<file path="config.mk">
export PLATFORM = sky130hd
export DESIGN_NAME = talker_listener_port
export DESIGN_NICKNAME = d
export VERILOG_FILES = /design/src/hw/talker_listener_pkg.sv /design/src/hw/talker_listener_port.sv /design/src/hw/tx_fifo.sv
export SDC_FILE = /design/constraint.sdc
export NUM_CORES = 1
export LEC_CHECK = 0
export BUFFER_PORTS_ARGS = -buffer_cell sky130_fd_sc_hd__buf_2
export CORE_UTILIZATION = 54
export CTS_BUF_LIST = sky130_fd_sc_hd__clkbuf_8
export DETAILED_ROUTE_END_ITERATION = 8
export PLACE_DENSITY = 0.86
export SLEW_MARGIN = 20
export SYNTH_ARGS = -nofsm -noshare
export SYNTH_HDL_FRONTEND = slang
export SYNTH_SLANG_ARGS = --single-unit
</file>
<file path="constraint.sdc">
create_clock -name clock -period 2.4 [get_ports clock]
set_input_delay 0 -clock clock [delete_from_list [all_inputs] [get_ports clock]]
set_output_delay 0 -clock clock [all_outputs]
set_load 0.03 [all_outputs]
</file>
<file path="src/hw/talker_listener_pkg.sv">
/*
  Shared constants and types for the instrument-side talker/listener port:
  timing, address layout, interface command codes and the handshake states.
  Assumes a single 125 MHz clock and bus inputs already synchronous to it.
*/
package talker_listener_pkg;

  // ************************************************************
  // timing
  // ************************************************************
  localparam int CLOCK_MHZ     = 125;
  // data settle time before data valid is asserted
  localparam int SETTLE_NS     = 2000;
  localparam int SETTLE_CYCLES = (SETTLE_NS * CLOCK_MHZ + 999) / 1000;
  localparam int SETTLE_W      = $clog2(SETTLE_CYCLES + 1);

  // ************************************************************
  // addressing
  // ************************************************************
  localparam int         ADDR_W            = 5;
  localparam int         SWITCH_W          = 6;
  localparam logic [4:0] DEFAULT_ADDRESS   = 5'h03;
  localparam logic [4:0] FORBIDDEN_ADDRESS = 5'h1f;
  localparam logic [1:0] TALK_GROUP        = 2'h2;
  localparam logic [1:0] LISTEN_GROUP      = 2'h1;

  // ************************************************************
  // interface commands, seven bits, top data line ignored
  // ************************************************************
  localparam int         CMD_W   = 7;
  localparam logic [6:0] CMD_UNL = 7'h3f;
  localparam logic [6:0] CMD_GET = 7'h08;
  localparam logic [6:0] CMD_SDC = 7'h04;
  localparam logic [6:0] CMD_DCL = 7'h14;
  localparam logic [6:0] CMD_SPE = 7'h18;
  localparam logic [6:0] CMD_SPD = 7'h19;

  // ************************************************************
  // data path
  // ************************************************************
  localparam int         DATA_W     = 8;
  localparam int         TX_W       = DATA_W + 1;
  localparam int         FIFO_DEPTH = 8;
  localparam logic [7:0] LINE_FEED  = 8'h0a;
  localparam int         STATUS_W   = 6;
  localparam int         RSV_BIT    = 6;

  // ************************************************************
  // handshake states
  // ************************************************************
  typedef enum logic [1:0] {
    AH_IDLE,
    AH_READY,
    AH_DONE
  } acceptor_e;

  typedef enum logic [1:0] {
    SH_IDLE,
    SH_SETTLE,
    SH_VALID
  } source_e;

endpackage

</file>
<file path="src/hw/talker_listener_port.sv">
/*
  Instrument-side talker/listener port for the sixteen-line instrument bus:
  acceptor and source handshakes, address recognition, remote/local,
  serial poll with service request, trigger and clear, talk-only mode.
  Assumes bus lines are in logic sense (line low = 0), already synchronous
  to clock; open-drain lines are resolved outside from the enables.
*/
// Functional notes
// - talker pulls data-valid low only with valid data
// - listener holds not-ready and not-accepted low
// - attention low: data lines carry controller commands
// - attention high: data lines carry talker data
// - interface clear returns state machines to idle
// - service request line pulled low for attention
// - remote enable low plus listen gives remote
// - remote enable high reverts to local control
// - end line low marks last data byte
// - end asserted with terminating line feed
// - no identify; end under attention ignored
// - program strings accepted only remote and listening
// - bias switching and recalibration rejected remotely
// - default address 00011, talk C, listen #
// - address from switch positions five to one
// - open switch reads one, closed zero
// - talk group 10, listen group 01
// - talk-only sends without any addressing
// - mode input picks talk/listen or talk-only
// - trigger while addressed starts a measurement
`timescale 1ns/100ps
module talker_listener_port
  import talker_listener_pkg::*;
#(
  parameter int DEPTH = FIFO_DEPTH
) (
  input  wire logic                clock,
  input  wire logic                arst_n,
  // bus data lines
  input  wire logic [DATA_W-1:0]   dio_in,
  output logic      [DATA_W-1:0]   dio_out,
  output logic                     dio_oe,
  // handshake lines, open drain
  input  wire logic                dav_in,
  output logic                     dav_out,
  output logic                     dav_oe,
  input  wire logic                nrfd_in,
  output logic                     nrfd_out,
  output logic                     nrfd_oe,
  input  wire logic                ndac_in,
  output logic                     ndac_out,
  output logic                     ndac_oe,
  // management lines
  input  wire logic                atn_in,
  input  wire logic                ifc_in,
  input  wire logic                ren_in,
  output logic                     srq_out,
  output logic                     srq_oe,
  input  wire logic                eoi_in,
  output logic                     eoi_out,
  output logic                     eoi_oe,
  // configuration switches
  input  wire logic [SWITCH_W-1:0] address_select_switch,
  input  wire logic                talk_only_mode,
  // measurement output stream
  input  wire logic                tx_valid,
  output logic                     tx_ready,
  input  wire logic [DATA_W-1:0]   tx_data,
  input  wire logic                tx_last,
  // received program bytes
  output logic                     rx_valid,
  output logic      [DATA_W-1:0]   rx_data,
  output logic                     rx_end,
  // instrument events and status
  input  wire logic                service_request,
  input  wire logic [STATUS_W-1:0] poll_status,
  output logic                     trigger,
  output logic                     device_clear,
  output logic                     remote,
  output logic                     talk_active,
  output logic                     listen_active,
  // remotely requested front-panel functions
  input  wire logic                remote_func_valid,
  input  wire logic                remote_func_protected,
  output logic                     func_accept,
  output logic                     func_reject
);

  // ************************************************************
  // state
  // ************************************************************
  typedef struct packed {
    logic [DATA_W-1:0] dio_out;
    logic              dio_oe;
    logic              dav_oe;
    logic              nrfd_oe;
    logic              ndac_oe;
    logic              eoi_oe;
    logic              srq_oe;
    logic              low;
    logic              talk;
    logic              listen;
    logic              remote;
    logic              spoll;
    logic              rsv;
    logic              sent_poll;
    acceptor_e         ah;
    source_e           sh;
    logic [SETTLE_W-1:0] count;
    logic              rx_valid;
    logic [DATA_W-1:0] rx_data;
    logic              rx_end;
    logic              trigger;
    logic              dev_clear;
    logic              func_accept;
    logic              func_reject;
  } port_state_s;

  localparam logic [SETTLE_W-1:0] SETTLE_LAST = SETTLE_W'(SETTLE_CYCLES - 1);

  port_state_s       s;
  port_state_s       next_s;
  logic              fifo_valid;
  logic [TX_W-1:0]   fifo_data;
  logic              fifo_pop;
  logic              fifo_ready;
  logic [ADDR_W-1:0] my_addr;
  logic [CMD_W-1:0]  cmd;
  logic              attention;
  logic              participate;
  logic              talker_on;
  logic              source_ok;
  logic              poll_byte;

  // ************************************************************
  // output buffer
  // ************************************************************
  // back-pressure reaches the producer through tx_ready
  tx_fifo #(
    .WIDTH (TX_W),
    .DEPTH (DEPTH)
  ) u_tx_fifo (
    .clock     (clock),
    .arst_n    (arst_n),
    .in_valid  (tx_valid),
    .in_ready  (fifo_ready),
    .in_data   ({tx_last, tx_data}),
    .out_valid (fifo_valid),
    .out_ready (fifo_pop),
    .out_data  (fifo_data)
  );

  // ************************************************************
  // next state
  // ************************************************************
  always_comb begin
    next_s = s;
    fifo_pop = 1'b0;
    next_s.rx_valid    = 1'b0;
    next_s.trigger     = 1'b0;
    next_s.dev_clear   = 1'b0;
    next_s.func_accept = 1'b0;
    next_s.func_reject = 1'b0;

    // switch bits 4..0 are positions 5..1; position 6 is never read
    my_addr = address_select_switch[ADDR_W-1:0];
    // the all-ones setting would alias untalk/unlisten: fall back to default
    if (my_addr == FORBIDDEN_ADDRESS) begin
      my_addr = DEFAULT_ADDRESS;
    end
    cmd         = dio_in[CMD_W-1:0];
    attention   = !atn_in;
    // in talk-only there is no listener role at all
    participate = attention || (s.listen && !talk_only_mode);
    talker_on   = talk_only_mode || s.talk;
    source_ok   = talker_on && atn_in;
    poll_byte   = s.spoll && s.talk && !talk_only_mode;

    // remote / local
    if (ren_in) begin
      next_s.remote = 1'b0;
    end else if (s.listen) begin
      next_s.remote = 1'b1;
    end

    // acceptor handshake
    unique case (s.ah)
      AH_IDLE: begin
        if (participate && dav_in) begin
          next_s.ah = AH_READY;
        end
      end
      AH_READY: begin
        if (!participate) begin
          next_s.ah = AH_IDLE;
        end else if (!dav_in) begin
          next_s.ah = AH_DONE;
          if (attention) begin
            // eoi is not looked at here: no parallel poll response
            if (!talk_only_mode) begin
              if (cmd == {LISTEN_GROUP, my_addr}) begin
                next_s.listen = 1'b1;
              end else if (cmd == CMD_UNL) begin
                next_s.listen = 1'b0;
              end
              // any other talk address, untalk included, drops our talker
              if (cmd[CMD_W-1 -: 2] == TALK_GROUP) begin
                next_s.talk = cmd[ADDR_W-1:0] == my_addr;
              end
              if (cmd == CMD_GET && s.listen) begin
                next_s.trigger = 1'b1;
              end
              if (cmd == CMD_DCL || (cmd == CMD_SDC && s.listen)) begin
                next_s.dev_clear = 1'b1;
              end
              if (cmd == CMD_SPE) begin
                next_s.spoll = 1'b1;
              end else if (cmd == CMD_SPD) begin
                next_s.spoll = 1'b0;
              end
            end
          end else if (s.listen && s.remote) begin
            next_s.rx_valid = 1'b1;
            next_s.rx_data  = dio_in;
            next_s.rx_end   = !eoi_in;
          end
        end
      end
      AH_DONE: begin
        if (dav_in) begin
          next_s.ah = participate ? AH_READY : AH_IDLE;
        end
      end
    endcase

    // source handshake
    unique case (s.sh)
      SH_IDLE: begin
        if (source_ok && (poll_byte || fifo_valid)) begin
          next_s.sent_poll = poll_byte;
          next_s.dio_oe    = 1'b1;
          next_s.count     = '0;
          next_s.sh        = SH_SETTLE;
          if (poll_byte) begin
            next_s.dio_out          = '0;
            next_s.dio_out[RSV_BIT] = s.rsv;
            next_s.dio_out[STATUS_W-1:0] = poll_status;
            next_s.eoi_oe = 1'b0;
          end else begin
            next_s.dio_out = fifo_data[DATA_W-1:0];
            // end rides only on the line feed closing the message
            next_s.eoi_oe  = fifo_data[DATA_W]
                             && fifo_data[DATA_W-1:0] == LINE_FEED;
          end
        end
      end
      SH_SETTLE: begin
        if (!source_ok) begin
          next_s.sh = SH_IDLE;
        end else if (s.count != SETTLE_LAST) begin
          next_s.count = s.count + 1'b1;
        end else if (nrfd_in) begin
          next_s.dav_oe = 1'b1;
          next_s.sh     = SH_VALID;
        end
      end
      SH_VALID: begin
        if (!source_ok) begin
          next_s.sh = SH_IDLE;
        end else if (ndac_in) begin
          next_s.sh = SH_IDLE;
          if (s.sent_poll) begin
            next_s.rsv = s.rsv && !s.dio_out[RSV_BIT];
          end else begin
            fifo_pop = 1'b1;
          end
        end
      end
      default: begin
        next_s.sh = SH_IDLE;
      end
    endcase

    // a byte cut short by attention stays in the buffer and is resent
    if (next_s.sh == SH_IDLE) begin
      next_s.dav_oe = 1'b0;
      next_s.dio_oe = 1'b0;
      next_s.eoi_oe = 1'b0;
    end

    // a new request wins over a clear in the same cycle
    if (service_request) begin
      next_s.rsv = 1'b1;
    end

    // interface clear
    if (!ifc_in) begin
      next_s.talk   = 1'b0;
      next_s.listen = 1'b0;
      next_s.spoll  = 1'b0;
      next_s.ah     = AH_IDLE;
      next_s.sh     = SH_IDLE;
      next_s.dav_oe = 1'b0;
      next_s.dio_oe = 1'b0;
      next_s.eoi_oe = 1'b0;
      fifo_pop      = 1'b0;
    end

    next_s.ndac_oe = next_s.ah == AH_READY;
    next_s.nrfd_oe = next_s.ah == AH_DONE;
    next_s.srq_oe  = next_s.rsv;

    // protected functions are refused from the remote side
    if (remote_func_valid) begin
      next_s.func_reject = remote_func_protected;
      next_s.func_accept = !remote_func_protected;
    end
  end

  // ************************************************************
  // registers
  // ************************************************************
  always_ff @(posedge clock or negedge arst_n) begin
    if (!arst_n) begin
      s <= '0;
    end else begin
      s <= next_s;
    end
  end

  // ************************************************************
  // outputs
  // ************************************************************
  assign dio_out       = s.dio_out;
  assign dio_oe        = s.dio_oe;
  assign dav_out       = s.low;
  assign dav_oe        = s.dav_oe;
  assign nrfd_out      = s.low;
  assign nrfd_oe       = s.nrfd_oe;
  assign ndac_out      = s.low;
  assign ndac_oe       = s.ndac_oe;
  assign srq_out       = s.low;
  assign srq_oe        = s.srq_oe;
  assign eoi_out       = s.low;
  assign eoi_oe        = s.eoi_oe;
  assign tx_ready      = fifo_ready;
  assign rx_valid      = s.rx_valid;
  assign rx_data       = s.rx_data;
  assign rx_end        = s.rx_end;
  assign trigger       = s.trigger;
  assign device_clear  = s.dev_clear;
  assign remote        = s.remote;
  assign talk_active   = s.talk;
  assign listen_active = s.listen;
  assign func_accept   = s.func_accept;
  assign func_reject   = s.func_reject;

endmodule

</file>
<file path="src/hw/tx_fifo.sv">
/*
  Small synchronous FIFO with valid/ready on both sides.
  Assumes one clock; ready and valid flags come straight from flip-flops.
*/
`timescale 1ns/100ps
module tx_fifo #(
  parameter int WIDTH = 9,
  parameter int DEPTH = 8
) (
  input  wire logic             clock,
  input  wire logic             arst_n,
  input  wire logic             in_valid,
  output logic                  in_ready,
  input  wire logic [WIDTH-1:0] in_data,
  output logic                  out_valid,
  input  wire logic             out_ready,
  output logic      [WIDTH-1:0] out_data
);

  localparam int AW = (DEPTH > 1) ? $clog2(DEPTH) : 1;
  localparam logic [AW-1:0] LAST = AW'(DEPTH - 1);
  localparam logic [AW:0]   FULL = (AW + 1)'(DEPTH);

  typedef struct packed {
    logic [DEPTH-1:0][WIDTH-1:0] mem;
    logic [AW-1:0]               wr;
    logic [AW-1:0]               rd;
    logic [AW:0]                 count;
    logic                        in_ready;
    logic                        out_valid;
  } fifo_state_s;

  fifo_state_s s;
  fifo_state_s next_s;
  logic        push;
  logic        pop;

  always_comb begin
    next_s = s;
    push   = in_valid && s.in_ready;
    pop    = s.out_valid && out_ready;
    if (push) begin
      next_s.mem[s.wr] = in_data;
      next_s.wr        = (s.wr == LAST) ? '0 : s.wr + 1'b1;
    end
    if (pop) begin
      next_s.rd = (s.rd == LAST) ? '0 : s.rd + 1'b1;
    end
    next_s.count     = s.count + {{AW{1'b0}}, push} - {{AW{1'b0}}, pop};
    // flags follow the new count so the source sees full as soon as the count reaches it, with no cycle of lag
    next_s.in_ready  = next_s.count != FULL;
    next_s.out_valid = next_s.count != '0;
  end

  always_ff @(posedge clock or negedge arst_n) begin
    if (!arst_n) begin
      s <= '0;
    end else begin
      s <= next_s;
    end
  end

  assign in_ready  = s.in_ready;
  assign out_valid = s.out_valid;
  assign out_data  = s.mem[s.rd];

endmodule

</file>
# Word-level counts from Yosys, hierarchy flattened
# Index checks and enable logic that the tools add are counted.
# word_totals
in_bits,43
regBits,129
output_inout_bits,37
# classes
order_cmp,3
bitwise,1
n_reduce_logical,42
eq_ne,38
add_sub_neg,5
muxes,78
# op_table
operator,count
$bwmux W72,1
$mux W2,20
$mux W1,37
$mux W12,3
$mux W10,3
$bmux W9 S3,1
$demux W9 S3,1
$mux W8,3
$eq A7 B5 Y1 const B,3
$mux W9,2
$ne A3 B1 Y1 const B,6
$reduce_and A6 Y1,3
$pmux W8 S2,1
$logic_and A1 B1 Y1,14
$ne A2 B2 Y1 const B,6
$pmux W2 S3,2
$reduce_and A4 Y1,3
$reduce_bool A2 Y1,6
$add A8 B1 Y8 const B,1
$eq A2 B2 Y1 const B,4
$eq A8 B4 Y1 const B,1
$lt A3 B4 Y1 const B,2
$ne A8 B8 Y1 const B,1
$eq A7 B3 Y1 const B,1
24 further kinds,42

# Longest topological paths before layout
# Gate-level depths: netlist of run 1.
# logic_depth
ltp_word,10
depth_mapped,12
mapped_depth_nobuf,11

# Modules after synthesis
# From an unflattened synthesis of run 1, not the netlist that was laid out.
# hier_totals
cells_unflattened,480
hier_area_um2,6339.8
# modules_own_cells
mod,n_inst,cells_each,area_per_inst_um2
tx_fifo,1,241,3901.2
talker_listener_port,1,239,2438.6

# Worst setup path after synthesis of run 1
# OpenSTA, ideal clock, no wires.
# synth_path
path_kind,flip-flop to flip-flop
from,reg s (netlist bit talk_active)
to,reg u_tx_fifo.s (netlist bit u_tx_fifo.in_ready)
setup_slack_ps,-263
arrival_time_ps,2536
path_buffers,1
setup_ps,127
period_less_slack_ps,2663
path_stages_with_launch,13
path_cell_list,dfrtp_1 or2_1 clkbuf_1 nand4_1 nor3_2 ha_1 inv_1 ha_1 inv_1 fa_1 inv_1 nor3_1 nand2_1
# synth_lines
element,line_no,source
"start, declared",talker_listener_port.sv:119,port_state_s s;
"start signal, assigned",talker_listener_port.sv:325,s <= next_s;
"end signal, assigned",tx_fifo.sv:59,s <= next_s;
"end, declared",tx_fifo.sv:33,fifo_state_s s;

==> impl_metrics.env, run 1 <==
export IMPL_drt_iter0_drc=320
export IMPL_grt_pass1_wl_um=22200
export IMPL_cts_path_max_buffers=2
export IMPL_ys_top_cells_by_count="dfrtp_1 (129), mux2_2 (56), mux2_1 (32)"
export IMPL_ant_nets=0
export IMPL_port_buffer_count=73
export IMPL_cp_startpoint="s[22]"
export IMPL_r2r_start="s[22]"
export IMPL_grt_ovfl_total=0
export IMPL_htreeDepth=4
export IMPL_worst_slack_ns=-0.0152
export IMPL_grt_max_degree=60
export IMPL_start_util_pct=56.3
export IMPL_critPathCapture="u_tx_fifo.in_ready"
export IMPL_worstPathCellList="nor2b_2 > nand4_1 > nor3_2 > ha_1 > inv_1 > ha_2 > inv_2 > fa_1 > inv_2 > nor3_4 > nand2_1"
export IMPL_finalMaxSlewViolations=0
export IMPL_fp_dieArea_um2=11900
export IMPL_ys_seq_elements=129
export IMPL_die_h_um=109
export IMPL_holdWs_ns=0.0545
export IMPL_cap_violations=0
export IMPL_ir_drop_mv=0.503
export IMPL_vias_per_cell=5.71
export IMPL_ff2ff_path_depth=11
export IMPL_hp_class="in2reg"
export IMPL_cellLeakagePower_nw=3.44
export IMPL_fin_nets=652
export IMPL_wl_per_cell_um=17.9
export IMPL_cts_inserted_buffers=17
export IMPL_worst_pin_slew_ns=0.872
export IMPL_grt_use_total_pct=24.7
export IMPL_multi_input_area_um2=2720
export IMPL_hold_viol=0
export IMPL_synth_cell_type_count=57
export IMPL_seq_area_um2=3230
export IMPL_synth_edf_count=0
export IMPL_power_density_nw_per_um2=993
export IMPL_netlist_area_um2=6210
export IMPL_max_slew_margin_pct=41.4
export IMPL_num_vias=4277
export IMPL_ys_flop_type="dfrtp_1"
export IMPL_die_width_um=109
export IMPL_rrSetupSlack_ns=-0.02
export IMPL_slowest_delay_ns=0.49
export IMPL_yosysTopAreaCell="dfrtp_1"
export IMPL_outcome="finished with violations"
export IMPL_rows=38
export IMPL_cp_common_cell="inv_2"
export IMPL_criticalPathCategory="reg2reg"
export IMPL_skew_ns=0.0133
export IMPL_place_congestion=0.915
export IMPL_clock_latency_ns=0.43
export IMPL_drc=0
export IMPL_path_clk_slew_ns=0.08
export IMPL_critPathCaptureType="flop"
export IMPL_first_pass_iters=4
export IMPL_hpwl_um=9110
export IMPL_clock_sinks=129
export IMPL_rr_endpoint="u_tx_fifo.in_ready"
export IMPL_async_flop_share_pct=100
export IMPL_min_period_over_period_pct=101
export IMPL_synthTopCellsByArea="dfrtp_1 (52%), mux2_2 (10%), mux4_2 (6.5%)"
export IMPL_insertedDiodeCount=0
export IMPL_violations="setup timing"
export IMPL_grt_antenna_before_repair=0
export IMPL_synth_seq_area_share_pct=52.0
export IMPL_cp_num_buf_inv=3
export IMPL_core_um2=11000
export IMPL_synth_top_cell_area_share_pct=52.0
export IMPL_pin_count=80
export IMPL_cts_root_buffer="clkbuf_8"
export IMPL_finalCriticalPeriod_ns=2.42
export IMPL_synth_avg_cell_area_um2=13.1
export IMPL_rsz0062_at_grt="yes"
export IMPL_synthToLayoutAreaGrowth_pct=21.3
export IMPL_yosysWarnings=0
export IMPL_whs_path_depth=4
export IMPL_wl_um=13400
export IMPL_critical_path_top_delay_family="adder cells"
export IMPL_drive_above_1_share_pct=36.3
export IMPL_crit_fanout=4
export IMPL_nFillCells=736
export IMPL_cts_tree="built"
export IMPL_startpoint_type="flop"
export IMPL_crit_path_top_delay_cell="fa_1"
export IMPL_required_ns=2.71
export IMPL_max_freq_mhz=414
export IMPL_grt_pass1_vias=4496
export IMPL_yosysMostFrequentCell="dfrtp_1"
export IMPL_synth_cells=475
export IMPL_finalCoreUtilization_pct=68.3
export IMPL_power_mw=7.48
export IMPL_instances_no_fill=749
export IMPL_setup_viol=2
export IMPL_dp_cells=677
export IMPL_cp_depth=11
export IMPL_critPathArrivalTime_ns=2.73
==> layout make-up <==
class | count | area share (%)
Clock inverter | 14 | 2.08
Multi-Input combinational cell | 294 | 36.1
Clock buffer | 18 | 3.29
Timing Repair Buffer | 134 | 12.4
Inverter | 20 | 0.997
Tap cell | 140 | 2.33
Sequential cell | 129 | 42.9
==> logic make-up after synthesis <==
group / synth area share (%)
flops: 52.0
mux: 23.8
simple gates: 9.25
buf+inv: 5.02
compound gates: 5.48
fa+ha+maj: 2.74
xor+xnor: 1.69
other cells: 0.0604
==> power breakdown <==
group | switching [mW] | total (mW) | internal [mW]
sequential | 0.454 | 3.39 | 2.94
clock | 0.901 | 1.87 | 0.966
combinational | 1.02 | 2.22 | 1.20
total | 2.37 | 7.48 | 5.11
==> tightest hold or removal path, delay by kind of cell <==
family	cells	cell delay, ns
AND/OR/NAND/NOR	3	0.31
buffers and inverters	1	0.13
==> routing by layer <==
metal | vias to the layer above | wire length (um) | track usage [%]
li1 | 1946 | - | -
met2 | 175 | 6790 | 42.3
met3 | 36 | 741 | 5.38
met5 | - | 0 | 0
met4 | 0 | 318 | 9.43
met1 | 2120 | 5560 | 30.4
==> worst min-delay path by stage <==
stage / slack [ns] / to / from
3_5_place_dp: 0.0007 / s[18] / arst_n
2_1_floorplan: -0.30 / dav_oe / arst_n
6_report: 0.05 / trigger / talk_only_mode
5_1_grt: 0.05 / trigger / talk_only_mode
3_3_place_gp: -0.01 / dav_oe / arst_n
4_1_cts: 0.02 / trigger / talk_only_mode
==> placed cells by master, fill, tap and decap left out, drive strengths merged, types with 4 or more instances in the layout <==
cell / netlist / routed
inv: 20 / 25
and2: 4 / 4
a21oi: 8 / 8
clkinv: 0 / 4
nor3: 11 / 11
ha: 12 / 12
mux4: 18 / 18
a221o: 5 / 5
nand4: 7 / 7
mux2: 88 / 88
nand3: 8 / 8
xnor2: 6 / 6
mux2i: 8 / 8
dfrtp: 129 / 129
clkbuf: 7 / 18
nand2: 21 / 21
nand2b: 7 / 7
xor2: 6 / 6
nor2: 19 / 19
buf: 29 / 97
nor2b: 8 / 8
dlygate4sd3: 0 / 37
o21ai: 10 / 10
conb: 1 / 5
==> stage by stage <==
step                      TNS (ns)  instance area, um^2  worst slack [ns]
after floorplan            -0.0546                 6230           -0.0288
after global placement           0                 6710             0.147
after detailed placement         0                 6710           0.00638
after CTS                        0                 7490            0.0318
after global routing        -0.273                 7530            -0.140
final                      -0.0227                 7530           -0.0152
==> sequential cells by signal, summed over array words and instances (netlist names), 8 cells and up <==
signal,count
u_tx_fifo.s,82
s,15
dio_out,8
rx_data,8
==> what timing repair did <==
item	4_1_cts	5_1_grt
hold buffers	37	0
resized for setup	0	6
setup buffers	0	3
endpoints found under the setup margin	0	2
endpoints found under the hold margin	199	0
Power figures use the tool's default switching activity.
==> run 2, diff against run 1 <==
==> constraint.sdc (replaced) <==
create_clock -name clock -period 2 [get_ports clock]
set_input_delay 0 -clock clock [delete_from_list [all_inputs] [get_ports clock]]
set_output_delay 0 -clock clock [all_outputs]
set_load 0.03 [all_outputs]
==> impl_metrics.env, run 2 (synthesized netlist as in run 1, its figures left out) <==
export IMPL_drt_iter0_drc=247
export IMPL_rrSetupSlack_ns=-0.39
export IMPL_finalCriticalPeriod_ns=2.39
export IMPL_hold_viol=0
export IMPL_grt_use_total_pct=26.5
export IMPL_rsz0062_at_grt="yes"
export IMPL_startpoint_type="flop"
export IMPL_largest_reg_flops=82
export IMPL_skew_ns=0.0111
export IMPL_hp_class="in2reg"
export IMPL_swShare_pct=29.9
export IMPL_cp_num_buf_inv=3
export IMPL_hpwl_um=9430
export IMPL_hold_end="u_tx_fifo.s[2]"
export IMPL_drive_above_1_share_pct=43.8
export IMPL_violations="setup timing"
export IMPL_wl_um=15100
export IMPL_grt_ovfl_total=0
export IMPL_crit_path_top_delay_cell="fa_2"
export IMPL_clock_latency_ns=0.44
export IMPL_reg_top3="u_tx_fifo.s (82), s (15)"
export IMPL_ant_nets=0
export IMPL_path_clk_slew_ns=0.07
export IMPL_pin_count=80
export IMPL_start_util_pct=56.3
export IMPL_cp_common_cell="inv_2"
export IMPL_max_freq_mhz=418
export IMPL_cellLeakagePower_nw=3.69
export IMPL_finalMaxSlewViolations=0
export IMPL_layout_commonest_cell="dfrtp_1"
export IMPL_intPower_mw=6.84
export IMPL_place_congestion=0.850
export IMPL_worst_slack_ns=-0.391
export IMPL_holdCritStartpoint="tx_valid"
export IMPL_pwr_share_comb_pct=30.3
export IMPL_synthToLayoutAreaGrowth_pct=30.0
export IMPL_layout_common_cells="dfrtp_1 (126), buf_2 (72), mux2_2 (54)"
export IMPL_grt_max_degree=44
export IMPL_worstPathCellList="nor2b_2 > nand4_1 > nor3_2 > ha_2 > inv_2 > ha_4 > inv_2 > fa_2 > inv_2 > nor3_4 > nand2_1"
export IMPL_die_width_um=109
export IMPL_crit_fanout=2
export IMPL_min_period_over_period_pct=120
export IMPL_num_vias=4482
export IMPL_cp_depth=11
export IMPL_whs_path_depth=4
export IMPL_grt_antenna_before_repair=0
export IMPL_fin_nets=685
export IMPL_cts_inserted_buffers=17
export IMPL_p_seq_share_pct=42.0
export IMPL_ff2ff_path_depth=11
export IMPL_top_register="u_tx_fifo.s"
export IMPL_vias_per_cell=5.73
export IMPL_clkPwrFrac_pct=27.8
export IMPL_required_ns=2.32
export IMPL_wl_per_cell_um=19.3
export IMPL_critPathCaptureType="flop"
export IMPL_critical_path_top_delay_family="adder cells"
export IMPL_rr_endpoint="u_tx_fifo.in_ready"
export IMPL_cts_root_buffer="clkbuf_8"
export IMPL_die_h_um=109
export IMPL_finalCoreUtilization_pct=73.2
export IMPL_criticalPathCategory="reg2reg"
export IMPL_grt_pass1_wl_um=23300
export IMPL_core_um2=11000
export IMPL_cap_violations=0
export IMPL_placed_area_um2=6890
export IMPL_max_slew_margin_pct=59.2
export IMPL_htreeDepth=4
export IMPL_power_density_nw_per_um2=1210
export IMPL_worst_pin_slew_ns=0.612
export IMPL_cts_path_max_buffers=2
export IMPL_drc=0
export IMPL_fp_dieArea_um2=11900
export IMPL_outcome="finished with violations"
export IMPL_holdWs_ns=0.0187
export IMPL_switchingPower_mw=2.91
export IMPL_ir_drop_mv=0.900
export IMPL_setup_viol=5
export IMPL_clock_sinks=129
export IMPL_cts_tree="built"
export IMPL_r2r_start="s[22]"
export IMPL_final_area_um2=8070
export IMPL_slowest_delay_ns=0.53
export IMPL_critPathArrivalTime_ns=2.71
export IMPL_insertedDiodeCount=0
export IMPL_port_buffer_count=73
export IMPL_grt_pass1_vias=4714
export IMPL_first_pass_iters=6
export IMPL_rows=38
[run 2: changes by cell type in the layout (fill, tap and decap cells not counted), sizes merged]
cell / change
clkinvlp: +1
clkbuf: +2
dlygate4sd3: -1
buf: +33
bufinv: +4
clkinv: -1
inv: -5
[run 2: worst max-delay path by stage]
stage	start	to	slack (ns)
floorplan	talk_active	u_tx_fifo.in_ready	-0.43
global placement	s[22]	u_tx_fifo.in_ready	-0.22
detailed placement	s[22]	u_tx_fifo.in_ready	-0.34
CTS	s[22]	u_tx_fifo.in_ready	-0.32
global route	s[22]	u_tx_fifo.in_ready	-0.50
finish	s[22]	u_tx_fifo.in_ready	-0.39
[run 2: power groups by stage]
stage	Clock, mW	Combinational (mW)	Sequential, mW
final	2.71	2.95	4.09
after floorplan	0	2.01	3.90
after global routing	2.85	3.20	4.18
after detailed placement	0	2.58	4.10
after CTS	2.73	2.73	4.06
after global placement	0	2.43	4.01
[run 2: final cells by class]
| type | count | area (um^2) |
|---|---|---|
| timing repair buffer | 167 | 1240 |
| fill | 693 | 2960 |
| clock inverter | 13 | 233 |
| inverter | 20 | 75.1 |
| clock buffer | 19 | 262 |
| tap | 140 | 175 |
| sequential | 129 | 3230 |
| multi-input combinational | 294 | 2860 |
[run 2: per-stage QoR]
step / setup TNS, ns / worst slack (ns) / cells / power, mW
floorplan: -1.45 / -0.429 / 479 / 5.91
global placement: -0.450 / -0.223 / 696 / 6.43
detailed placement: -0.901 / -0.338 / 696 / 6.69
CTS: -0.819 / -0.324 / 772 / 9.52
global route: -1.88 / -0.503 / 782 / 10.2
finish: -1.23 / -0.391 / 782 / 9.75
[run 2: what timing repair did]
action	CTS	global route
pin swaps	3	13
hold buffers	36	0
setup buffers	8	9
gates resized for setup	11	29
gates cloned	0	1
setup endpoints to repair	7	23
endpoints found under the hold margin	142	0
[run 2: tightest hold or removal path: cells and delay by family]
family | cells | cell delay (ns)
buffers and inverters | 2 | 0.19
and+or+nand+nor | 1 | 0.08
adders and majority gates | 1 | 0.16
[run 2: routing by layer]
layer,wire length (um),vias to the layer above,track usage [%]
li1,-,2009,-
met1,6090,2280,31.4
met2,7880,158,46.4
met3,721,35,5.56
met4,371,0,11.5
met5,0,-,0
